`src/rtl/crl_pkg.sv`:
```
package crl_pkg;
  // panel sampling depth and line terminal count
  localparam int          SYNC_STAGES      = 2;
  localparam int          NUM_TERMINALS    = 4;
  // load channel encodings
  localparam logic [1:0]  CHAN_MUX         = 2'h0;
  localparam logic [1:0]  CHAN_SEL1        = 2'h1;
  localparam logic [1:0]  CHAN_SEL2        = 2'h2;
  localparam logic [1:0]  CHAN_BAD         = 2'h3;
  localparam logic [1:0]  COND_CODE_BAD    = 2'h3;
  localparam logic [1:0]  COND_CODE_OK     = 2'h0;
  // status byte with unusual end (unit exception) bit
  localparam int          UNIT_EXC_BIT     = 0;
  localparam logic [7:0]  STATUS_EXC_BYTE  = 8'h01;
  // register map offsets
  localparam logic [3:0]  OFF_CTRL         = 4'h0;
  localparam logic [3:0]  OFF_STATUS       = 4'h4;
  localparam logic [3:0]  OFF_LOAD         = 4'h8;
  localparam logic [3:0]  OFF_TERM         = 4'hC;
  localparam logic [31:0] CTRL_RESET       = 32'h0000_0000;
  localparam logic [31:0] TERM_RESET       = 32'h0000_0000;
  localparam logic [1:0]  RESP_OKAY        = 2'h0;
  localparam logic [1:0]  RESP_SLVERR      = 2'h2;
  // control register bit positions (write one for a pulse)
  localparam int          CB_MUX_CLR       = 0;
  localparam int          CB_SEL1_CLR      = 1;
  localparam int          CB_SEL2_CLR      = 2;
  localparam int          CB_SYS_RST       = 3;
  localparam int          CB_LOAD          = 4;
  localparam int          CB_RUN           = 5;
  localparam int          CB_STOP          = 6;
  localparam int          CB_STOR_CLR      = 7;
  localparam int          NUM_ACTIONS      = 8;

  typedef enum logic [1:0] {
    CRL_IDLE    = 2'b00,
    CRL_RUNNING = 2'b01,
    CRL_STOPPING = 2'b10
  } crl_run_t;
endpackage

```
`src/rtl/crl_pulse_if.sv`:
```
`timescale 1ns/100ps
`default_nettype none
interface crl_pulse_if #(parameter int N = 8);
  logic [N-1:0] level;
  logic [N-1:0] pulse;
  modport src (output level, input pulse);
  modport det (input level, output pulse);
endinterface
`default_nettype wire

```
`src/rtl/crl_edge_pulse.sv`:
```
`timescale 1ns/100ps
`default_nettype none
// synchronise momentary controls and emit one pulse per press
module crl_edge_pulse #(
  parameter int N = 8
) (
  input  wire logic   aclk,
  input  wire logic   aresetn,
  crl_pulse_if.det    pif
);
  import crl_pkg::*;
  logic [N-1:0] meta_q;
  logic [N-1:0] sync_q;
  logic [N-1:0] last_q;
  logic [N-1:0] pulse_q;
  wire  [N-1:0] rise_w = sync_q & ~last_q;

  always_ff @(posedge aclk) begin
    if (!aresetn) begin
      meta_q  <= '0;
      sync_q  <= '0;
      last_q  <= '0;
      pulse_q <= '0;
    end else begin
      meta_q  <= pif.level;
      sync_q  <= meta_q;
      last_q  <= sync_q;
      pulse_q <= rise_w;
    end
  end
  assign pif.pulse = pulse_q;
endmodule
`default_nettype wire

```
`src/rtl/crl_console.sv`:
```
// Register access over AXI4-Lite and the placing of the registers were decided locally.
`timescale 1ns/100ps
`default_nettype none
module crl_console #(
  parameter int NT = crl_pkg::NUM_TERMINALS
) (
  input  wire logic          aclk,
  input  wire logic          aresetn,
  // panel momentary switches
  input  wire logic          mux_channel_clear_switch,
  input  wire logic          first_selector_clear_switch,
  input  wire logic          second_selector_clear_switch,
  input  wire logic          system_reset_switch,
  input  wire logic          load_switch,
  input  wire logic          run_switch,
  input  wire logic          stop_switch,
  input  wire logic          storage_clear_switch,
  // panel levels
  input  wire logic          switch_enable,
  input  wire logic          power_fault_indicate,
  input  wire logic          power_fault_off,
  input  wire logic          power_applied,
  input  wire logic          power_seq_done,
  input  wire logic          instruction_hold_control,
  input  wire logic [1:0]    load_channel_sw,
  input  wire logic [3:0]    load_control_unit_sw,
  input  wire logic [3:0]    load_device_sw,
  input  wire logic          sel1_installed,
  input  wire logic          sel2_installed,
  // processor side
  input  wire logic          instr_boundary,
  input  wire logic          function_load,
  input  wire logic [7:0]    function_next,
  input  wire logic          address_load,
  input  wire logic [15:0]   address_next,
  output logic               mux_channel_reset,
  output logic               sel1_channel_reset,
  output logic               sel2_channel_reset,
  output logic               system_clear,
  output logic               storage_control_reset,
  output logic               load_start,
  output logic [1:0]         load_channel,
  output logic [3:0]         load_control_unit,
  output logic [3:0]         load_device,
  output logic [1:0]         condition_code,
  output logic               processor_running,
  output logic               io_enable,
  output logic [7:0]         function_register,
  output logic [15:0]        storage_address_register,
  output logic               system_power_lamp,
  output logic               test_mode_lamp,
  // line terminals
  input  wire logic [NT-1:0] term_in_req,
  input  wire logic [NT-1:0] term_out_req,
  input  wire logic [NT-1:0] term_half_duplex,
  input  wire logic [NT-1:0] term_in_inhibit,
  input  wire logic [NT-1:0] term_out_inhibit,
  input  wire logic [NT-1:0] term_in_cmd,
  input  wire logic [NT-1:0] term_out_cmd,
  output logic [NT-1:0]      term_in_active,
  output logic [NT-1:0]      term_out_active,
  output logic [2*NT-1:0]    term_grant,
  output logic [NT-1:0]      term_in_status_valid,
  output logic [NT-1:0]      term_out_status_valid,
  output logic [7:0]         term_status_byte,
  output logic               dialer_enable,
  // AXI4-Lite slave
  input  wire logic [3:0]    s_axi_awaddr,
  input  wire logic          s_axi_awvalid,
  output logic               s_axi_awready,
  input  wire logic [31:0]   s_axi_wdata,
  input  wire logic [3:0]    s_axi_wstrb,
  input  wire logic          s_axi_wvalid,
  output logic               s_axi_wready,
  output logic [1:0]         s_axi_bresp,
  output logic               s_axi_bvalid,
  input  wire logic          s_axi_bready,
  input  wire logic [3:0]    s_axi_araddr,
  input  wire logic          s_axi_arvalid,
  output logic               s_axi_arready,
  output logic [31:0]        s_axi_rdata,
  output logic [1:0]         s_axi_rresp,
  output logic               s_axi_rvalid,
  input  wire logic          s_axi_rready
);
  import crl_pkg::*;

  // ---------------- bus slave ----------------
  logic                   aw_q;
  logic                   w_q;
  logic [3:0]             awaddr_q;
  logic [31:0]            wdata_q;
  logic                   wstrb0_q;
  logic                   bvalid_q;
  logic [1:0]             bresp_q;
  logic                   rvalid_q;
  logic [31:0]            rdata_q;
  logic [1:0]             rresp_q;
  logic [NUM_ACTIONS-1:0] sw_pulse_q;
  logic [NT-1:0]          sw_in_inh_q;
  logic [NT-1:0]          sw_out_inh_q;

  assign s_axi_awready = !aw_q && !bvalid_q;
  assign s_axi_wready  = !w_q && !bvalid_q;
  assign s_axi_arready = !rvalid_q;
  wire aw_take_w = s_axi_awvalid && s_axi_awready;
  wire w_take_w  = s_axi_wvalid && s_axi_wready;
  wire ar_take_w = s_axi_arvalid && s_axi_arready;
  wire wr_go_w   = aw_q && w_q;
  wire wr_ctrl_w = wr_go_w && awaddr_q == OFF_CTRL && wstrb0_q;
  wire wr_term_w = wr_go_w && awaddr_q == OFF_TERM && wstrb0_q;
  wire wr_ok_w   = awaddr_q == OFF_CTRL || awaddr_q == OFF_TERM
                   || awaddr_q == OFF_STATUS || awaddr_q == OFF_LOAD;

  always_ff @(posedge aclk) begin
    if (!aresetn) begin
      aw_q     <= 1'b0;
      w_q      <= 1'b0;
      awaddr_q <= 4'h0;
      wdata_q  <= 32'h0000_0000;
      wstrb0_q <= 1'b0;
      bvalid_q <= 1'b0;
      bresp_q  <= RESP_OKAY;
    end else begin
      if (aw_take_w) begin
        aw_q     <= 1'b1;
        awaddr_q <= s_axi_awaddr;
      end
      if (w_take_w) begin
        w_q      <= 1'b1;
        wdata_q  <= s_axi_wdata;
        wstrb0_q <= s_axi_wstrb[0];
      end
      if (wr_go_w) begin
        aw_q     <= 1'b0;
        w_q      <= 1'b0;
        bvalid_q <= 1'b1;
        bresp_q  <= wr_ok_w ? RESP_OKAY : RESP_SLVERR;
      end else if (bvalid_q && s_axi_bready) begin
        bvalid_q <= 1'b0;
      end
    end
  end

  // software action pulses last one cycle; inhibits are sticky
  always_ff @(posedge aclk) begin
    if (!aresetn) begin
      sw_pulse_q   <= CTRL_RESET[NUM_ACTIONS-1:0];
      sw_in_inh_q  <= TERM_RESET[NT-1:0];
      sw_out_inh_q <= TERM_RESET[2*NT-1:NT];
    end else begin
      sw_pulse_q <= wr_ctrl_w ? wdata_q[NUM_ACTIONS-1:0] : '0;
      if (wr_term_w) begin
        sw_in_inh_q  <= wdata_q[NT-1:0];
        sw_out_inh_q <= wdata_q[2*NT-1:NT];
      end
    end
  end

  // ---------------- panel pulses ----------------
  crl_pulse_if #(.N(NUM_ACTIONS)) pif ();
  assign pif.level = {storage_clear_switch, stop_switch, run_switch, load_switch,
                      system_reset_switch, second_selector_clear_switch,
                      first_selector_clear_switch, mux_channel_clear_switch};
  crl_edge_pulse #(.N(NUM_ACTIONS)) u_edge (
    .aclk    (aclk),
    .aresetn (aresetn),
    .pif     (pif)
  );
  wire [NUM_ACTIONS-1:0] act_w = pif.pulse | sw_pulse_q;
  wire sys_w  = act_w[CB_SYS_RST];

  // ---------------- resets ----------------
  logic mux_rst_q;
  logic sel1_rst_q;
  logic sel2_rst_q;
  logic sys_clr_q;
  logic stor_rst_q;
  logic reset_seen_q;
  always_ff @(posedge aclk) begin
    if (!aresetn) begin
      mux_rst_q  <= 1'b0;
      sel1_rst_q <= 1'b0;
      sel2_rst_q <= 1'b0;
      sys_clr_q  <= 1'b0;
      stor_rst_q <= 1'b0;
    end else begin
      mux_rst_q  <= act_w[CB_MUX_CLR] || sys_w;
      sel1_rst_q <= act_w[CB_SEL1_CLR] || sys_w;
      sel2_rst_q <= act_w[CB_SEL2_CLR] || sys_w;
      sys_clr_q  <= sys_w;
      stor_rst_q <= act_w[CB_STOR_CLR] || sys_w;
    end
  end
  assign mux_channel_reset     = mux_rst_q;
  assign sel1_channel_reset    = sel1_rst_q;
  assign sel2_channel_reset    = sel2_rst_q;
  assign system_clear          = sys_clr_q;
  assign storage_control_reset = stor_rst_q;

  // ---------------- initial load ----------------
  function automatic logic chan_valid(input logic [1:0] ch, input logic s1,
                                      input logic s2);
    unique case (ch)
      CHAN_MUX:  chan_valid = 1'b1;
      CHAN_SEL1: chan_valid = s1;
      CHAN_SEL2: chan_valid = s2;
      CHAN_BAD:  chan_valid = 1'b0;
    endcase
  endfunction
  wire chan_ok_w = chan_valid(load_channel_sw, sel1_installed, sel2_installed);
  logic       load_q;
  logic [1:0] ld_ch_q;
  logic [3:0] ld_cu_q;
  logic [3:0] ld_dev_q;
  logic [1:0] cc_q;
  always_ff @(posedge aclk) begin
    if (!aresetn) begin
      load_q       <= 1'b0;
      ld_ch_q      <= CHAN_MUX;
      ld_cu_q      <= 4'h0;
      ld_dev_q     <= 4'h0;
      cc_q         <= COND_CODE_OK;
      reset_seen_q <= 1'b0;
    end else begin
      load_q <= 1'b0;
      if (sys_w) begin
        reset_seen_q <= 1'b1;
        cc_q         <= COND_CODE_OK;
      end else if (act_w[CB_LOAD]) begin
        if (!chan_ok_w) begin
          cc_q <= COND_CODE_BAD;
        end else if (reset_seen_q) begin
          load_q       <= 1'b1;
          reset_seen_q <= 1'b0;
          ld_ch_q      <= load_channel_sw;
          ld_cu_q      <= load_control_unit_sw;
          ld_dev_q     <= load_device_sw;
        end
      end
    end
  end
  assign load_start        = load_q;
  assign load_channel      = ld_ch_q;
  assign load_control_unit = ld_cu_q;
  assign load_device       = ld_dev_q;
  assign condition_code    = cc_q;

  // ---------------- run / stop ----------------
  crl_run_t run_q;
  always_ff @(posedge aclk) begin
    if (!aresetn || sys_w) begin
      run_q <= CRL_IDLE;
    end else begin
      unique case (run_q)
        CRL_IDLE:     if (act_w[CB_RUN] || load_q) run_q <= CRL_RUNNING;
        CRL_RUNNING:  if (act_w[CB_STOP]) run_q <= instr_boundary ? CRL_IDLE : CRL_STOPPING;
        CRL_STOPPING: if (instr_boundary) run_q <= CRL_IDLE;
        default:      run_q <= CRL_IDLE;
      endcase
    end
  end
  assign processor_running = run_q != CRL_IDLE;
  assign io_enable = 1'b1;

  // ---------------- hold registers ----------------
  logic [7:0]  func_q;
  logic [15:0] addr_q;
  always_ff @(posedge aclk) begin
    if (!aresetn) begin
      func_q <= 8'h00;
      addr_q <= 16'h0000;
    end else begin
      if (function_load && !instruction_hold_control) func_q <= function_next;
      if (address_load && !instruction_hold_control) addr_q <= address_next;
    end
  end
  assign function_register        = func_q;
  assign storage_address_register = addr_q;

  // ---------------- lamps ----------------
  logic pwr_q;
  always_ff @(posedge aclk) begin
    if (!aresetn) begin
      pwr_q <= 1'b0;
    end else if (power_seq_done) begin
      pwr_q <= 1'b0;
    end else if (power_applied) begin
      pwr_q <= 1'b1;
    end
  end
  assign system_power_lamp = pwr_q;
  assign test_mode_lamp = switch_enable || power_fault_indicate || power_fault_off;

  // ---------------- line terminals ----------------
  wire [NT-1:0] in_inh_w  = term_in_inhibit | sw_in_inh_q;
  wire [NT-1:0] out_inh_w = term_out_inhibit | sw_out_inh_q;
  wire [NT-1:0] in_ok_w  = term_in_req & ~in_inh_w;
  wire [NT-1:0] out_ok_w = term_out_req & ~out_inh_w & ~(term_half_duplex & in_ok_w);
  // interleave so higher index wins, input above output
  logic [2*NT-1:0] req_w;
  logic [2*NT-1:0] gnt_w;
  always_comb begin
    gnt_w = '0;
    for (int i = 0; i < NT; i++) begin
      req_w[2*i]   = out_ok_w[i];
      req_w[2*i+1] = in_ok_w[i];
    end
    for (int j = 0; j < 2*NT; j++) begin
      if (req_w[j]) gnt_w = '0;
      if (req_w[j]) gnt_w[j] = 1'b1;
    end
  end
  logic [2*NT-1:0] gnt_q;
  logic [NT-1:0]   in_act_q;
  logic [NT-1:0]   out_act_q;
  logic [NT-1:0]   in_st_q;
  logic [NT-1:0]   out_st_q;
  logic            dial_q;
  always_ff @(posedge aclk) begin
    if (!aresetn) begin
      gnt_q     <= '0;
      in_act_q  <= '0;
      out_act_q <= '0;
      in_st_q   <= '0;
      out_st_q  <= '0;
      dial_q    <= 1'b0;
    end else begin
      gnt_q     <= gnt_w;
      in_act_q  <= in_ok_w;
      out_act_q <= out_ok_w;
      in_st_q   <= term_in_cmd & in_inh_w;
      out_st_q  <= term_out_cmd & out_inh_w;
      dial_q    <= !out_inh_w[0];
    end
  end
  assign term_grant            = gnt_q;
  assign term_in_active        = in_act_q;
  assign term_out_active       = out_act_q;
  assign term_in_status_valid  = in_st_q;
  assign term_out_status_valid = out_st_q;
  assign term_status_byte      = STATUS_EXC_BYTE;
  assign dialer_enable         = dial_q;

  // ---------------- read path ----------------
  wire [31:0] status_w = {24'h000000, pwr_q, test_mode_lamp, reset_seen_q,
                          instruction_hold_control, cc_q, run_q};
  wire [31:0] load_w   = {22'h000000, ld_ch_q, ld_cu_q, ld_dev_q};
  wire [31:0] term_w   = {{(32-2*NT){1'b0}}, sw_out_inh_q, sw_in_inh_q};
  always_ff @(posedge aclk) begin
    if (!aresetn) begin
      rvalid_q <= 1'b0;
      rdata_q  <= 32'h0000_0000;
      rresp_q  <= RESP_OKAY;
    end else if (ar_take_w) begin
      rvalid_q <= 1'b1;
      rresp_q  <= RESP_OKAY;
      unique case (s_axi_araddr)
        OFF_CTRL:   rdata_q <= 32'h0000_0000;
        OFF_STATUS: rdata_q <= status_w;
        OFF_LOAD:   rdata_q <= load_w;
        OFF_TERM:   rdata_q <= term_w;
        default: begin
          rdata_q <= 32'h0000_0000;
          rresp_q <= RESP_SLVERR;
        end
      endcase
    end else if (rvalid_q && s_axi_rready) begin
      rvalid_q <= 1'b0;
    end
  end
  assign s_axi_bvalid = bvalid_q;
  assign s_axi_bresp  = bresp_q;
  assign s_axi_rvalid = rvalid_q;
  assign s_axi_rdata  = rdata_q;
  assign s_axi_rresp  = rresp_q;
endmodule
`default_nettype wire

```
`config.mk`:
```
export PLATFORM = sky130hd
export DESIGN_NAME = crl_console
export DESIGN_NICKNAME = d
export VERILOG_FILES = /design/src/rtl/crl_pkg.sv /design/src/rtl/crl_pulse_if.sv /design/src/rtl/crl_edge_pulse.sv /design/src/rtl/crl_console.sv
export SDC_FILE = /design/constraint.sdc
export NUM_CORES = 1
export LEC_CHECK = 0
export ABC_AREA = 1
export BUFFER_PORTS_ARGS = -buffer_cell sky130_fd_sc_hd__buf_2
export CAP_MARGIN = 20
export CORE_MARGIN = 5
export CORE_UTILIZATION = 30
export CTS_CLUSTER_DIAMETER = 80
export DETAILED_ROUTE_END_ITERATION = 10
export GPL_TIMING_DRIVEN = 0
export PLACE_DENSITY = 0.66
export SLEW_MARGIN = 20
export SYNTH_ARGS = -nofsm -noshare
export SYNTH_HDL_FRONTEND = slang
export SYNTH_SLANG_ARGS = --single-unit
```
`constraint.sdc`:
```
create_clock -name aclk -period 3.5 [get_ports aclk]
set_input_delay 0.35 -clock aclk [delete_from_list [all_inputs] [get_ports aclk]]
set_output_delay 0.35 -clock aclk [all_outputs]
set_load 0.01 [all_outputs]
```
==> impl_results.md, run 1 <==
* DRC at 0
* IO Count at 252
* # resized after CTS at 0
* Switching power at 1.01 mW
* Worst r2r src: s_axi_bvalid
* TritonCTS buffer count at 17
* Endpoints failing setup at 0
* Final HPWL DP at 11900 µm
* CP top delay family: flip-flops
* Worst-Skew Late Latency at 0.42 ns
* Nets at 1020
* Ys Warns at 0
* FILL cells at 1795
* Router iterations before antenna repair at 5
* Global-route wire length before repair at 23000 µm
* Clock Power Share at 0.446
* Via count at 4622
* CTS root buf: clkbuf_16
* Synth cell types at 35
* Avg Vias per Cell at 4.10
* Fin cells at 1126
* Syn_area_per_cell at 8.20 µm²
* Hold path cells at 2
* Clk buf depth at 2
* Reg clk slew, reported paths at 0.06 ns
* Internal power at 2.84 mW
* Slowest CP cell: dfxtp_1
* Vias in the first global route at 4438
* CP Capture Type: output pin
* Status: completed
* Hold EP: system_power_lamp
* Initial antenna violation count at 1
* Critical path type: register to output pin
* Req. time, crit path at 3.15 ns
* Slew @ Worst Pin at 0.618 ns
* Die area at 20500 µm²
* Final Cycle Share at 0.435
* CTS sink cnt at 146
* Row Count at 48
* Switching Fraction at 0.262
* Die height at 143 µm
* MaxCap Viol Count at 0
* Total Wirelength at 15100 µm
* TritonCTS clock tree: built
* Worst hold path type: input port to register
* Cells after DPL at 1094
* Seq cells post-synth at 146
* Final Skew at 0.00869 ns
* Port buffer count at 191
* Top cell type's share of synthesized area at 0.551
* Cells after Synth at 647
* Critical R2R Capture: wstrb0_q
* Crit path DAT at 1.17 ns
* CP max FO at 5
* Area leader, netlist: dfxtp_1
* Hold Vio Cnt, Final at 0
* Htree depth at 4
* Worst R2R Setup Slack at 2.21 ns
* Mapped cell area at 5310 µm²
* Routed WL per cell at 13.4 µm
* Slew Viols, Final at 0
* Rel. slew slack at 0.588
* Most frequent cells in the layout: 204 x buf_2, 146 x dfxtp_1, 134 x nor2_1
* Worst Reg-to-Reg Cells at 5
* Sequential share of the synthesized area at 0.551
* Antenna fix cells at 0
* HP Start: power_seq_done
* Comb pwr share at 0.096
* Tot GR Track Use at 0.148
* Place WS at 1.93 ns
* Largest net degree at the start of global routing at 17
* Hold Buf Count CTS at 0
* Final GP Congestion at 0.808
* Commonest non-fill, non-tap cell in the layout: buf_2
* Share of cells above drive strength 1 at 0.341
* Setup Fix Bufs, Post-CTS at 0
* RSZ-0062 raised after global routing: no
* CP Cell Sequence: nor2_1 > inv_1 > buf_2
* Max Freq at 0.657 GHz
* Share of power burned in registers at 0.458
* Fin crit period at 1.52 ns
* Post-route ant nets at 0
* Syn-to-layout area delta at 36.1%
* Initial DRC Count at 242
* Setup WS post-layout at 1.98 ns
* Remaining Overflow, GRT at 0
* Starting Density at 0.306
* Pwr Density at 532 nW/µm²
* Crit path launch type: register
* Core Region at 17400 µm²
* Static leakage at 3.76 nW
* Top cells by area, synth: dfxtp_1 55%, nor2_1 9.5%, nand2_1 6.1%
* TNS Setup at 0 ns
* Crit path buf inv count at 2
* Maximum VDD drop at 0.283 mV
* Die X at 143 µm
* Max incr delay on CP at 0.36 ns
## metrics by stage
stage,util,area (µm²),hold slack [ns],power [mW]
after floorplan,-,5420,0.368,2.01
after CTS,0.416,7220,0.0692,3.90
after global routing,0.416,7220,0.0743,4.02
after global placement,0.384,6660,0.372,2.16
after detailed placement,0.384,6660,0.375,2.17
final,0.416,7220,0.0937,3.84
## synthesized netlist by cell type (all sizes together)
cell and instances:
clkbuf 2, inv 63, or2 3, a31oi 2
o21a 1, o21ai 58, a211oi 1, conb 2
a21oi 37, a31o 1, nor2 141, and2b 1
nand2 89, dfxtp 146, clkinv 1, nand3 35
nand4 2, buf 53, nor3 9
## sequential cells by signal, indices dropped and copies added (netlist names), 8 cells and up
name                      count
term_grant                    8
s_axi_rdata                  10
sw_pulse_q                    8
function_register             8
storage_address_register     16
u_edge.meta_q                 8
u_edge.pif.pulse              8
u_edge.last_q                 8
u_edge.sync_q                 8
wdata_q                       8
## layout make-up
type | count | area [µm²] | area share
Buffer | 55 | 377 | 0.0521
Sequential cell | 146 | 2920 | 0.405
Clock inverter | 13 | 120 | 0.0166
Tap cell | 225 | 282 | 0.0390
Multi-Input combinational cell | 413 | 1880 | 0.261
Clock buffer | 19 | 443 | 0.0613
Timing Repair Buffer | 191 | 956 | 0.132
Inverter | 64 | 241 | 0.0334
## power groups by stage
stage	combinational (mW)	clock, mW	sequential (mW)
floorplan	0.202	0	1.81
global placement	0.366	0	1.79
detailed placement	0.372	0	1.80
CTS	0.373	1.77	1.76
global route	0.416	1.84	1.77
finish	0.369	1.71	1.76
## kinds of logic (layout without fill, tap and decap cells)
| kind of cell | Yosys count | after routing | share of synthesized area |
|---|---|---|---|
| buffers and inverters | 119 | 342 | 0.116 |
| AO/OA/AOI/OAI | 100 | 100 | 0.105 |
| flip-flops | 146 | 146 | 0.551 |
| other | 2 | 33 | 0.00141 |
| AND/OR/NAND/NOR | 280 | 280 | 0.227 |
## worst max path at each step
stage | start | endpoint | slack, ns | depth (start not counted)
2_1_floorplan | s_axi_bvalid | wstrb0_q | 2.35 | 5
5_1_grt | run_q[0] | processor_running | 1.90 | 3
3_3_place_gp | aresetn | sel2_channel_reset | 1.91 | 4
6_report | run_q[0] | processor_running | 1.98 | 3
4_1_cts | run_q[0] | processor_running | 1.97 | 3
3_5_place_dp | aresetn | sel2_channel_reset | 1.93 | 4
## layer usage
layer,global-route usage,vias to the layer above,share of wire
li1,-,2454,-
met1,0.181,1993,0.42
met2,0.244,158,0.48
met3,0.0479,15,0.087
met4,0.0535,2,0.015
met5,0,-,0.00073
Power figures use the tool's default switching activity.
==> inputs of run 2 (changes only) <==
Settings changed: PLACE_DENSITY 0.66 to 0.68.
Clock period 3.5 ns to 1.3 ns, I/O delays scaled along.
==> run 2 against run 1 <==
  * Global-route usage rose by 0.65 points
  * Largest power group unchanged
  * First-iteration DRC count fell by 33%
  * Sequential cell count did not move
  * Critical path depth did not move
  * Via count rose by 7.9%
  * Worst hold slack got worse by 0.072 ns
  * Sequential power rose to 2.7 times the previous value
  * Combinational power rose to 3.3 times the previous value
==> impl_results.md, run 2 (synthesis gave the netlist of run 1 again) <==
* Hold Vio Cnt, Final at 0 (unchanged)
* Die X at 143 µm (unchanged)
* Worst-Skew Late Latency at 0.41 ns (about the same)
* Critical R2R Capture: term_in_status_valid[1]
* TritonCTS buffer count at 17 (unchanged)
* Syn-to-layout area delta at 51.7%
* Req. time, crit path at 1.60 ns (-1.55 ns)
* FILL cells at 1737 (-3.2%)
* Status: completed
* Avg Vias per Cell at 4.13 (+0.61%)
* Reg clk slew, reported paths at 0.06 ns (about the same)
* Remaining Overflow, GRT at 0 (unchanged)
* Router iterations before antenna repair at 4 (-1)
* Global-route wire length before repair at 24400 µm (+6.1%)
* Most frequent cells in the layout: 204 x buf_2, 144 x dfxtp_1, 131 x nor2_1
* Largest net degree at the start of global routing at 17 (unchanged)
* Met1 wire length at 6980 µm (+10%)
* Maximum VDD drop at 0.831 mV (+190%)
* Core Region at 17400 µm² (unchanged)
* Fin crit period at 1.27 ns
* Total Wirelength at 15900 µm (+5.6%)
* Met2 Wirelength at 7710 µm (+6.9%)
* Pwr Density at 1300 nW/µm² (+140%)
* Die height at 143 µm (unchanged)
* Vias in the first global route at 4845 (+9.2%)
* Design Area, Final at 8050 µm² (+11%)
* HP Start: term_in_inhibit[0]
* Final HPWL DP at 11800 µm (-0.64%)
* CTS sink cnt at 146 (unchanged)
* Row Count at 48 (unchanged)
* Commonest non-fill, non-tap cell in the layout: buf_2
* Final Skew at 0.00545 ns (-0.00323 ns)
* Crit path DAT at 1.57 ns (+0.40 ns)
* Rel. slew slack at 0.554 (-0.0338)
* Worst Reg-to-Reg Cells at 3 (-2)
* Final Cycle Share at 0.977
* Static leakage at 4.11 nW (+9.4%)
* Final GP Congestion at 0.808 (about the same)
* MaxCap Viol Count at 0 (unchanged)
* Clk buf depth at 2 (unchanged)
* TNS Setup at 0 ns (unchanged)
* TritonCTS clock tree: built
* Share of cells above drive strength 1 at 0.321 (-0.0200)
* CTS root buf: clkbuf_16
* Nets at 1102 (+8.0%)
* Endpoints failing setup at 0 (unchanged)
* Max FFs per register at 16 (unchanged)
* CP max FO at 3 (-2)
* Hold path cells at 4 (+2)
* Routed WL per cell at 13.2 µm (-1.6%)
* Via count at 4989 (+7.9%)
* DP Area at 6660 µm² (unchanged)
* Htree depth at 4 (unchanged)
* Tot GR Track Use at 0.154 (+0.00652)
* Die area at 20500 µm² (unchanged)
* Worst R2R Setup Slack at 0.03 ns (-2.18 ns)
* Met3 routed WL at 924 µm (-30%)
* Critical path type: register to register
* Top layer in use: met4
* Starting Density at 0.306 (unchanged)
* Slew @ Worst Pin at 0.668 ns (+0.0507 ns)
* Worst hold path type: input port to register
* Post-route ant nets at 0 (unchanged)
* Worst r2r src: sw_in_inh_q[1]
* CP Capture Type: register
* Hold EP: term_in_active[0]
* Crit path launch type: register
* Max Freq at 0.788 GHz
* Port buffer count at 191 (unchanged)
* Total power at 10.5 mW (+170%)
* IO Count at 252 (unchanged)
* Initial antenna violation count at 1 (unchanged)
* DRC at 0 (unchanged)
* Initial DRC Count at 162 (-33%)
* Slew Viols, Final at 0 (unchanged)
-- run 2: cell types whose count changed in the layout (fill, tap and decap cells not counted), sizes merged --
| cell | previous run | this run |
|---|---|---|
| buf | 244 | 246 |
| diode | 0 | 1 |
| inv | 71 | 73 |
| clkinvlp | 2 | 1 |
| clkbuf | 21 | 19 |
| dlygate4sd3 | 0 | 80 |
-- run 2: layout make-up --
class / count / area (µm²) / share of cell area
Clock buffer: 17 / 425 / 0.0528
Buffer: 55 / 377 / 0.0468
Tap cell: 225 / 282 / 0.0350
Clock inverter: 14 / 119 / 0.0148
Sequential cell: 146 / 2930 / 0.363
Antenna cell: 1 / 2.50 / 0.000311
Multi-Input combinational cell: 413 / 1910 / 0.237
Inverter: 64 / 241 / 0.0300
Timing Repair Buffer: 273 / 1770 / 0.220
-- run 2: worst max path at each step --
stage / depth (start not counted) / start / slack, ns / endpoint
after floorplan: 5 / s_axi_bvalid / 0.15 / wstrb0_q
after global placement: 4 / aresetn / -0.05 / sel2_channel_reset
after detailed placement: 4 / aresetn / -0.06 / sel2_channel_reset
after CTS: 6 / sw_pulse_q[3] / 0.02 / load_channel[0]
after global routing: 3 / sw_in_inh_q[1] / -0.004 / term_in_status_valid[1]
final: 3 / sw_in_inh_q[1] / 0.03 / term_in_status_valid[1]
-- run 2: per-layer routing --
layer	track usage	vias up
li1	-	2621
met3	0.0395	24
met1	0.191	2195
met5	0	-
met2	0.255	149
met4	0.0650	0
-- run 2: where the power goes --
group          switching, mW  internal (mW)
Clock                   2.01           2.50
Combinational          0.632          0.574
Sequential            0.0824           4.66
Total                   2.72           7.73
-- run 2: timing repair --
action                     in CTS  in global routing
hold buffers                   80                  0
resized for setup               1                  7
hold endpoints to repair       73                  0
pin swaps                       0                  1
buffers inserted                0                  2
setup endpoints to repair       1                 26
-- run 2: critical path: stages, from the launching register on --
cell and delay, ns:
dfxtp_1 0.36, nor2_2 0.19, nor2_1 0.06, dlygate4sd3_1 0.55
-- run 2: per-stage QoR --
| stage | std cells | utilization | hold slack, ns | worst slack (ns) |
|---|---|---|---|---|
| 4_1_cts | 1205 | 0.461 | 0.00219 | 0.0166 |
| 3_5_place_dp | 1094 | 0.384 | 0.302 | -0.0575 |
| 3_3_place_gp | 1094 | 0.384 | 0.295 | -0.0538 |
| 6_report | 1208 | 0.464 | 0.0221 | 0.0305 |
| 2_1_floorplan | 678 | - | 0.207 | 0.150 |
| 5_1_grt | 1208 | 0.464 | 0.0173 | -0.00372 |
==> inputs of run 3 (changes only) <==
Settings changed: CELL_PAD_IN_SITES_DETAIL_PLACEMENT from default to 0, CELL_PAD_IN_SITES_GLOBAL_PLACEMENT from default to 1, CORE_UTILIZATION 30 to 29, CTS_CLUSTER_DIAMETER 80 to default, GPL_TIMING_DRIVEN 0 to default, PLACE_DENSITY 0.68 to 0.85.
==> run 3 against run 2 <==
  * Sequential cell count stayed put
  * Clock power is 7.3% higher
  * Wire length down 4.9%
  * Global-route usage decreased by 1.2 points
  * Final cell count decreased by 3.2%
  * Die area rose by 3.2%
  * Non-clock buffer count decreased by 43
  * Core utilization decreased by 2.9 points
  * Worst hold slack lost 0.0081 ns
  * Critical path type unchanged
  * Largest cell class unchanged
==> impl_results.md, run 3 (synthesis gave the netlist of run 1 again) <==
* CTS sink cnt at 146 (unchanged)
* Fin crit period at 1.24 ns (-0.0305 ns)
* Share of power burned in registers at 0.443 (-0.011)
* CP max FO at 3 (unchanged)
* Req. time, crit path at 1.59 ns (about the same)
* Final Skew at 0.00701 ns (+0.00156 ns)
* Most frequent cells in the layout: 190 x buf_2, 143 x dfxtp_1, 132 x nor2_1
* Cells after DPL at 1057 (-3.4%)
* Final HPWL DP at 11000 µm (-6.7%)
* Routed WL per cell at 13.0 µm (-1.8%)
* Clk buf depth at 2 (unchanged)
* Row Count at 49 (+2.1%)
* Antenna fix cells at 0 (-1)
* Initial DRC Count at 216 (+33%)
* Vias in the first global route at 4838 (-0.14%)
* Max Freq at 0.807 GHz (+2.5%)
* Static leakage at 3.92 nW (-4.5%)
* Final GP Congestion at 0.792 (-1.9%)
* Commonest non-fill, non-tap cell in the layout: buf_2
* Die area at 21100 µm² (+3.2%)
* Slew Viols, Final at 0 (unchanged)
* Total power at 10.7 mW (+2.4%)
* DRC at 0 (unchanged)
* Die height at 145 µm (+1.6%)
* Port buffer count at 191 (unchanged)
* Final Core Density at 0.435 (-0.0286)
* Global-route wire length before repair at 24500 µm (+0.25%)
* Switching Fraction at 0.261 (+0.000292)
* FILL cells at 1792 (+3.2%)
* Share of cells above drive strength 1 at 0.299 (-0.0218)
* Met1 usage at 0.169 (-0.0220)
* Final Cycle Share at 0.953 (-0.0235)
* Switching power at 2.79 mW (+2.5%)
* Clock Power Share at 0.452 (+0.021)
* Largest net degree at the start of global routing at 55 (+38)
* Most Crowded Layer GR: met2
* MaxCap Viol Count at 0 (unchanged)
* Core Region at 18000 µm² (+3.5%)
* Htree depth at 4 (unchanged)
* GRT met2 Usage at 0.241 (-0.0139)
* Via count at 4910 (-1.6%)
* Design Area, Final at 7820 µm² (-2.9%)
* Remaining Overflow, GRT at 0 (unchanged)
* Endpoints failing setup at 0 (unchanged)
* Pwr Density at 1370 nW/µm² (+5.4%)
* Syn-to-layout area delta at 47.3%
* Max FFs per register at 16 (unchanged)
* TritonCTS clock tree: built
* TritonCTS buffer count at 17 (unchanged)
* Maximum VDD drop at 0.815 mV (-1.9%)
* DP Area at 6420 µm² (-3.6%)
* Die X at 145 µm (+1.6%)
* Tot GR Track Use at 0.142 (-0.0119)
* Router iterations before antenna repair at 4 (unchanged)
* Worst hold path type: input port to register
* Comb pwr share at 0.105 (-0.010)
* CTS root buf: clkbuf_16
* Reg clk slew, reported paths at 0.07 ns (about the same)
* Critical path type: register to register
* Crit path DAT at 1.53 ns (-0.04 ns)
* Worst-Skew Late Latency at 0.41 ns (about the same)
* Post-route ant nets at 0 (unchanged)
* IO Count at 252 (unchanged)
* Crit path launch type: register
* Hold Vio Cnt, Final at 0 (unchanged)
* Met3 global-route usage at 0.0380 (-0.00148)
* CP Capture Type: register
* Status: completed
* Avg Vias per Cell at 4.20 (+1.7%)
* TNS Setup at 0 ns (unchanged)
* Total Wirelength at 15200 µm (-4.9%)
* RSZ-0062 raised after global routing: no
* Starting Density at 0.295 (-0.0103)
* Fin cells at 1169 (-3.2%)
* Nets at 1059 (-3.9%)
* Internal power at 7.91 mW (+2.3%)
* Initial antenna violation count at 1 (unchanged)
-- run 3: cell types whose count changed in the layout (fill, tap and decap cells not counted), moves of 2 or more --
cell           delta
buf_6             -3
clkbuf_1          -2
inv_8             +2
buf_4            -21
buf_12            +2
buf_2            -14
buf_1             -2
dlygate4sd3_1     -3
clkinv_2          -3
-- run 3: worst paths after layout --
path	to	from	cells past startpoint	slack [ns]
worst min-delay path	wdata_q[1]	s_axi_wdata[1]	3	0.01
worst min register to register	u_edge.pif.pulse[0]	u_edge.last_q[0]	1	0.38
worst max register to register	term_in_status_valid[2]	sw_in_inh_q[2]	3	0.06
worst max-delay path	term_in_status_valid[2]	sw_in_inh_q[2]	3	0.06
-- run 3: routing by layer --
metal / vias up / part of all wire
li1: 2535 / -
met1: 2191 / 0.44
met2: 159 / 0.48
met3: 23 / 0.060
met4: 2 / 0.021
met5: - / 0.00079
-- run 3: power by group through the flow --
| stage | combinational, mW | sequential (mW) | clock (mW) |
|---|---|---|---|
| final | 1.12 | 4.74 | 4.84 |
| after global routing | 1.26 | 4.76 | 5.16 |
| after CTS | 1.11 | 4.74 | 5.01 |
| after detailed placement | 0.921 | 4.84 | 0 |
| after global placement | 0.910 | 4.83 | 0 |
| after floorplan | 0.543 | 4.87 | 0 |
-- run 3: layout make-up --
cell class | instances | area [µm²] | share of cell area
Inverter | 64 | 243 | 0.0310
Clock buffer | 17 | 425 | 0.0544
Sequential cell | 146 | 2930 | 0.374
Clock inverter | 15 | 160 | 0.0205
Multi-Input combinational cell | 413 | 1900 | 0.242
Tap cell | 229 | 287 | 0.0366
Timing Repair Buffer | 285 | 1880 | 0.241
-- run 3: what timing repair did --
item	4_1_cts	5_1_grt
buffers inserted	1	2
resized for setup	1	7
hold buffers	77	0
endpoints found under the hold margin	70	0
setup endpoints to repair	1	10
pin swaps	1	2
-- run 3: through the flow --
| step | hold WS [ns] | worst slack, ns |
|---|---|---|
| 3_3_place_gp | 0.293 | 0.126 |
| 3_5_place_dp | 0.299 | 0.0921 |
| 4_1_cts | 0.00132 | 0.00445 |
| 2_1_floorplan | 0.207 | 0.150 |
| 5_1_grt | 0.0249 | 0.00221 |
| 6_report | 0.0141 | 0.0610 |
-- run 3: worst max-delay path, cell delays in order (launching register included) --
cell,delay (ns)
dfxtp_1,0.35
nor2_2,0.16
nor2_1,0.05
dlygate4sd3_1,0.56
